**config.mk**
```make
export PLATFORM = sky130hd
export DESIGN_NAME = bsw_bank_switch
export DESIGN_NICKNAME = d
export VERILOG_FILES = /design/src/logic/bsw_pkg.sv /design/src/logic/bsw_bank_switch.sv
export VERILOG_INCLUDE_DIRS = /design/src /design/src/logic
export SDC_FILE = /design/constraint.sdc
export NUM_CORES = 1
export LEC_CHECK = 0
export BUFFER_PORTS_ARGS = -buffer_cell sky130_fd_sc_hd__buf_2
export CAP_MARGIN = 20
export CORE_ASPECT_RATIO = 2
export CORE_UTILIZATION = 51
export CTS_BUF_LIST = sky130_fd_sc_hd__clkbuf_4 sky130_fd_sc_hd__clkbuf_8
export DETAILED_ROUTE_END_ITERATION = 12
export HOLD_SLACK_MARGIN = 0.05
export PLACE_DENSITY = 0.82
export SLEW_MARGIN = 10
export SYNTH_ARGS = -nofsm -noshare
export SYNTH_HDL_FRONTEND = slang
export SYNTH_SLANG_ARGS = --single-unit
```
**constraint.sdc**
```tcl
create_clock -name core_clk_i -period 2.05 [get_ports core_clk_i]
set_clock_uncertainty 0.05 [all_clocks]
set_input_delay 0.205 -clock core_clk_i [delete_from_list [all_inputs] [get_ports core_clk_i]]
set_output_delay 0.205 -clock core_clk_i [all_outputs]
set_load 0.1 [all_outputs]
```
**src/logic/bsw_defs.svh**
```systemverilog
`ifndef BSW_DEFS_SVH
`define BSW_DEFS_SVH

// Register address in the processor's memory-mapped space
`define BSW_CTRL_ADDR      16'h0029
// Field positions
`define BSW_CMP_HI         15
`define BSW_CMP_LO         12
`define BSW_GAP_BIT        11
`define BSW_RSV_HI         10
`define BSW_RSV_LO         3
`define BSW_HPK_BIT        2
`define BSW_DBK_BIT        1
`define BSW_OFF_BIT        0
// Reset values
`define BSW_CMP_RST        4'hF
`define BSW_GAP_RST        1'b1
`define BSW_HPK_RST        1'b0
`define BSW_DBK_RST        1'b0
`define BSW_OFF_RST        1'b0

`endif

```
**src/logic/bsw_pkg.sv**
```systemverilog
package bsw_pkg;
  typedef enum logic [2:0] {
    BSW_IDLE  = 3'b001,
    BSW_GAP   = 3'b010,
    BSW_DRAIN = 3'b100
  } bsw_state_t;
endpackage

```
**src/logic/bsw_bank_switch.sv**
```systemverilog
// Summary of operation
// - Add one cycle when consecutive same-space external accesses change bank.
// - Add one cycle when a data access is followed by a program access.
// - Compare mask in bits 15-12 picks high address bits compared; resets ones.
// - Mask 1111 compares bits 15-12 giving 4K banks; sizes 4K to 64K.
// - Bit 11 set adds a cycle between program and data reads either order.
// - Bits 10-3 reserved, read zero, writes leave them unchanged.
// - Bit 2 enables host-port bus keeper, cleared at reset.
// - Bit 1 enables data bus keeper, holding undriven data bus at last level.
// - Bit 0 finishes current cycle then makes external bus inactive.
// - While bus is off, mode, overlay, data-ROM and hold-mode writes are blocked.
`include "bsw_defs.svh"

module bsw_bank_switch
  import bsw_pkg::*;
#(
  parameter int ADDR_W = 16
)
(
  // Clock and reset
  input  wire logic              core_clk_i,
  input  wire logic              rst_i,
  // Memory-mapped register port
  input  wire logic [15:0]       mmr_addr_i,
  input  wire logic              mmr_wr_i,
  input  wire logic              mmr_rd_i,
  input  wire logic [15:0]       mmr_wdata_i,
  output logic      [15:0]       mmr_rdata_o,
  // Core external access request
  input  wire logic              acc_req_i,
  input  wire logic              acc_prog_i,
  input  wire logic              acc_read_i,
  input  wire logic [ADDR_W-1:0] acc_addr_i,
  output logic                   acc_stall_o,
  output logic                   acc_issue_o,
  // External bus cycle in flight
  input  wire logic              bus_busy_i,
  output logic                   bus_off_o,
  // Mode bit write guards
  output logic                   mode_bits_lock_o,
  // Bus keepers
  input  wire logic [15:0]       data_pin_i,
  input  wire logic              data_drv_i,
  output logic [15:0]            data_keep_o,
  output logic                   data_keep_oe_o,
  output logic                   host_keeper_en_o
);

  // ==========================================================
  // Control register
  logic [3:0] bank_compare_mask;
  logic       prog_data_read_gap;
  logic       host_port_bus_keeper;
  logic       data_bus_keeper;
  logic       ext_bus_off;
  logic       ctrl_wr;

  assign ctrl_wr = mmr_wr_i && (mmr_addr_i == `BSW_CTRL_ADDR);

  always_ff @(posedge core_clk_i)
  begin
    if (rst_i)
    begin
      bank_compare_mask    <= `BSW_CMP_RST;
      prog_data_read_gap   <= `BSW_GAP_RST;
      host_port_bus_keeper <= `BSW_HPK_RST;
      data_bus_keeper      <= `BSW_DBK_RST;
      ext_bus_off          <= `BSW_OFF_RST;
    end
    else if (ctrl_wr)
    begin
      bank_compare_mask    <= mmr_wdata_i[`BSW_CMP_HI:`BSW_CMP_LO];
      prog_data_read_gap   <= mmr_wdata_i[`BSW_GAP_BIT];
      host_port_bus_keeper <= mmr_wdata_i[`BSW_HPK_BIT];
      data_bus_keeper      <= mmr_wdata_i[`BSW_DBK_BIT];
      ext_bus_off          <= mmr_wdata_i[`BSW_OFF_BIT];
    end
  end

  // Read data registered; reserved field reads zero
  always_ff @(posedge core_clk_i)
  begin
    if (rst_i)
      mmr_rdata_o <= 16'h0000;
    else if (mmr_rd_i && (mmr_addr_i == `BSW_CTRL_ADDR))
      mmr_rdata_o <= {bank_compare_mask, prog_data_read_gap, 8'h00,
                      host_port_bus_keeper, data_bus_keeper, ext_bus_off};
    else
      mmr_rdata_o <= 16'h0000;
  end

  // ==========================================================
  // Bank compare
  function automatic logic [3:0] bank_tag(input logic [ADDR_W-1:0] a, input logic [3:0] m);
    bank_tag = a[ADDR_W-1 -: 4] & m;
  endfunction

  logic [3:0] last_prog_bank;
  logic [3:0] last_data_bank;
  logic       prog_seen;
  logic       data_seen;
  logic       last_prog;
  logic       last_read;
  logic       any_seen;
  logic       need_gap;
  logic       take;
  bsw_state_t state;

  always_comb
  begin
    need_gap = 1'b0;
    if (acc_prog_i && prog_seen &&
        bank_tag(acc_addr_i, bank_compare_mask) != last_prog_bank)
      need_gap = 1'b1;
    if (!acc_prog_i && data_seen &&
        bank_tag(acc_addr_i, bank_compare_mask) != last_data_bank)
      need_gap = 1'b1;
    if (any_seen && acc_prog_i && !last_prog)
      need_gap = 1'b1;
    if (prog_data_read_gap && any_seen && acc_read_i && last_read &&
        (acc_prog_i != last_prog))
      need_gap = 1'b1;
  end

  // Access issues in IDLE without gap, or after the gap cycle
  assign take = acc_req_i && !ext_bus_off &&
                ((state == BSW_IDLE && !need_gap) || state == BSW_GAP);

  always_ff @(posedge core_clk_i)
  begin
    if (rst_i)
    begin
      state <= BSW_IDLE;
    end
    else
    begin
      unique case (state)
        BSW_IDLE:
          if (ext_bus_off)
            state <= BSW_DRAIN;
          else if (acc_req_i && need_gap)
            state <= BSW_GAP;
        BSW_GAP:
          state <= ext_bus_off ? BSW_DRAIN : BSW_IDLE;
        BSW_DRAIN:
          if (!ext_bus_off)
            state <= BSW_IDLE;
        default:
          state <= BSW_IDLE;
      endcase
    end
  end

  // History of previous access per space
  always_ff @(posedge core_clk_i)
  begin
    if (rst_i)
    begin
      last_prog_bank <= 4'h0;
      last_data_bank <= 4'h0;
      prog_seen      <= 1'b0;
      data_seen      <= 1'b0;
      any_seen       <= 1'b0;
      last_prog      <= 1'b0;
      last_read      <= 1'b0;
    end
    else if (take)
    begin
      any_seen  <= 1'b1;
      last_prog <= acc_prog_i;
      last_read <= acc_read_i;
      if (acc_prog_i)
      begin
        last_prog_bank <= bank_tag(acc_addr_i, bank_compare_mask);
        prog_seen      <= 1'b1;
      end
      else
      begin
        last_data_bank <= bank_tag(acc_addr_i, bank_compare_mask);
        data_seen      <= 1'b1;
      end
    end
  end

  always_ff @(posedge core_clk_i)
  begin
    if (rst_i)
    begin
      acc_issue_o <= 1'b0;
      acc_stall_o <= 1'b0;
    end
    else
    begin
      acc_issue_o <= take;
      acc_stall_o <= acc_req_i && !take;
    end
  end

  // ==========================================================
  // Bus off: wait for the cycle in flight to finish
  always_ff @(posedge core_clk_i)
  begin
    if (rst_i)
    begin
      bus_off_o        <= 1'b0;
      mode_bits_lock_o <= 1'b0;
    end
    else
    begin
      bus_off_o        <= (state == BSW_DRAIN) && !bus_busy_i;
      mode_bits_lock_o <= ext_bus_off;
    end
  end

  // ==========================================================
  // Bus keepers; pin sampled twice since it is asynchronous
  logic [15:0] pin_s1;
  logic [15:0] pin_s2;
  // Drive flag delayed to line up with the synchronised pin word
  logic        drv_d1;
  logic        drv_d2;

  always_ff @(posedge core_clk_i)
  begin
    if (rst_i)
    begin
      drv_d1 <= 1'b0;
      drv_d2 <= 1'b0;
    end
    else
    begin
      drv_d1 <= data_drv_i;
      drv_d2 <= drv_d1;
    end
  end

  always_ff @(posedge core_clk_i)
  begin
    if (rst_i)
    begin
      pin_s1 <= 16'h0000;
      pin_s2 <= 16'h0000;
    end
    else
    begin
      pin_s1 <= data_pin_i;
      pin_s2 <= pin_s1;
    end
  end

  always_ff @(posedge core_clk_i)
  begin
    if (rst_i)
    begin
      data_keep_o      <= 16'h0000;
      data_keep_oe_o   <= 1'b0;
      host_keeper_en_o <= 1'b0;
    end
    else
    begin
      if (drv_d2)
        data_keep_o <= pin_s2;
      // Off until the last driven word is captured; off at issue since memory drives next
      data_keep_oe_o   <= data_bus_keeper && !data_drv_i && !drv_d1 && !drv_d2 &&
                          !acc_issue_o;
      host_keeper_en_o <= host_port_bus_keeper;
    end
  end

endmodule

```
==> results.cfg <==
[placement]
post-dp-hpwl_um = 4190
dp.cells = 447
gp_congestion = 0.942
post_dp_cell_area_mm2 = 0.00362
port_buffers = 82

[run_status]
violations = DRC
status = finished, violations left

[synthesis]
yosys.area.top_type_share_pct = 56.1
ys_types = 39
yosysSeqAreaShare_pct = 56.1
synth_top_cell_by_area = dfxtp_1
ys_warn_count = 0
synth_seq_cells = 88
syn-instance-count = 307
syn_area_mm2 = 0.00314
synth.top_cells.by_area = dfxtp_1, nor2b_1, mux2i_1
syn_area_per_cell_um2 = 10.2

[critical_path]
end_kind = register
critPathLaunchType = register
critPathArrivalTime_ps = 2130
slowest_delay_ps = 370
crit_family = compound AO/OA/AOI/OAI gates
crit_fanout = 5
critPathKind = register to register
cp_num_buf_inv = 1
crit_required_ps = 2280
path_cells = nand2_2 -> xor2_2 -> a41oi_1 -> or2_4 -> o41ai_4 -> buf_4 -> mux2i_1
cp_slowest_cell = dfxtp_1

[timing]
relSlewSlack_pct = 61.8
setup_viol = 0
hold_viol = 0
report.final.slew_viol_count = 0
setup_tns_ps = 0
rsz0062_at_grt = no
post-route-period-util_pct = 92.7
post-route-min-period_ps = 1900
timing.fmax_mhz = 526
worst_pin_slew_ps = 572

[drt]
finalWirelength_um = 6430
ant_nets = 0
num_vias = 2383
wl_per_cell_um = 13.3
drt-pass1-iter-count = 8
post_drt_via_cell_ratio = 4.93
first_iter_violations = 80
drc_errors = 3

[power_and_ir_drop]
power_leakage_nw = 1.84
powerDensity_mw_per_mm2 = 851
ir_drop_v = 0.000688
power_mw = 3.45

[cells_and_area]
syn2layout_area_growth_pct = 29.0
utilization_pct = 68.0
diodes = 0
fin_cells = 483
drive_gt1_share_pct = 28.3
nNetsFinal = 488
fin_area_mm2 = 0.00405

[cts]
clock_path_buffers = 2
cts_tree = done
clk_pin_slew_worst_paths_ps = 80
cts_max_level = 3
ctsRootBufferMaster = clkbuf_8
clock_latency_ps = 340
cts_made_buffers = 9
clock-sinks = 88

[die]
design.die.area_mm2 = 0.00649
core_area_mm2 = 0.00596
die_x_um = 57.5
rows = 40
start_util_pct = 52.7
die_y_um = 113
io_pins = 111

[grt]
track_usage_pct = 21.0
grt_overflow_total = 0
grt_max_degree = 68
grt_pass1_vias = 2352
grt_pass1_wl_um = 10400
antenna_found_initial = 0

[hold_path]
hold_path.class = input pin to register

[job]
drv_cap = 0
## routing by layer
metal	part of all wire [%]	track usage, %	vias up
met5	0	0	-
met4	2.5	9.76	0
met3	3.6	5.03	13
met2	55	38.0	57
met1	39	22.1	1115
li1	-	-	1198
## synthesized netlist by cell type
| library cell | n |
|---|---|
| a211o_1 | 5 |
| a21oi_1 | 3 |
| a21oi_2 | 1 |
| a311o_1 | 1 |
| a31oi_1 | 1 |
| a41oi_1 | 1 |
| and2_1 | 10 |
| and4b_1 | 1 |
| buf_4 | 8 |
| clkbuf_1 | 12 |
| conb_1 | 1 |
| dfxtp_1 | 88 |
| inv_1 | 12 |
| mux2i_1 | 24 |
| nand2_1 | 8 |
| nand2_2 | 2 |
| nand2b_1 | 7 |
| nand3_1 | 2 |
| nand4_1 | 1 |
| nor2_1 | 39 |
| nor2b_1 | 44 |
| nor3_1 | 3 |
| nor3b_1 | 1 |
| nor4_1 | 2 |
| nor4b_1 | 1 |
| nor4bb_1 | 1 |
| o21a_1 | 1 |
| o21ai_0 | 6 |
| o21ba_2 | 1 |
| o22ai_1 | 1 |
| o31ai_1 | 1 |
| o31ai_2 | 1 |
| o41ai_1 | 5 |
| o41ai_4 | 1 |
| or2_2 | 1 |
| or2_4 | 1 |
| or4b_2 | 1 |
| xnor2_1 | 4 |
| xor2_1 | 4 |
## per-stage QoR
| step | hold slack, ps | setup WS (ps) |
|---|---|---|
| after global routing | 58.4 | 15.1 |
| final | 71.5 | 149 |
| after floorplan | 233 | 238 |
| after CTS | 52.7 | 23.6 |
| after detailed placement | 328 | -62.1 |
| after global placement | 321 | 32.0 |
## kinds of logic (layout without fill, tap and decap cells)
kind of cell	after synthesis	count (layout)	share of synthesized area, %
and+or+nand+nor	125	125	21.5
other	1	8	0.119
muxes	24	24	7.65
xor gates and xnor gates	8	8	2.23
AOI/OAI and AO/OA	29	29	7.57
buffers and inverters	32	138	4.78
DFF	88	88	56.1
## final cells by class
type                            count  area (um2)
Timing Repair Buffer              110         681
Clock inverter                      4        52.6
Fill cell                         443        1910
Inverter                           12        45.0
Multi-Input combinational cell    194        1270
Sequential cell                    88        1760
Clock buffer                       12         159
Tap cell                           63        78.8
## worst paths after layout
kind | start | end | slack (ps) | depth (start not counted)
setup / recovery | bank_compare_mask[2] | last_read | 150 | 7
hold / removal | mmr_wdata_i[0] | ext_bus_off | 70 | 3
setup reg to reg | bank_compare_mask[2] | last_read | 150 | 7
hold reg to reg | pin_s1[5] | pin_s2[5] | 390 | 1
## cell usage in the layout (no fill, tap or decap), types with 3 or more instances in the layout
cell           synthesis  layout
nor2b_1               44      44
o41ai_1                5       4
clkinvlp_4             0       3
dfxtp_1               88      88
buf_2                  0      82
nor3_1                 3       3
buf_4                  8       8
mux2i_1               24      24
nand2_1                8       7
and2_1                10      10
o21ai_0                6       6
dlygate4sd3_1          0      19
a21oi_1                3       3
conb_1                 1       8
xnor2_1                4       4
clkbuf_8               0      11
xor2_1                 4       3
nand2b_1               7       7
inv_1                 12      12
nor2_1                39      39
a211o_1                5       5
nand2_2                2       3
## timing repair
item | in CTS | in global routing
hold buffers | 19 | 0
hold endpoints to repair | 19 | 0
setup buffers | 0 | 1
gates resized for setup | 1 | 2
pin swaps | 0 | 1
setup endpoints to repair | 4 | 9
## registers in the layout, summed over array words and instances (netlist names), 3 cells and up
signal             flops
last_data_bank         4
data_keep_o           16
last_prog_bank         4
mmr_rdata_o            8
pin_s2                16
bank_compare_mask      4
state                  3
pin_s1                16
## report_power, final
part | total [mW] | switching [mW] | internal [mW]
clock | 1.22 | 0.577 | 0.643
sequential | 1.79 | 0.0256 | 1.77
combinational | 0.432 | 0.265 | 0.167
## worst min-delay path, cell delays in order
cell	delay, ps
buf_2	80
mux2i_1	50
nor2_1	80
(Power assumes the default switching activity.)
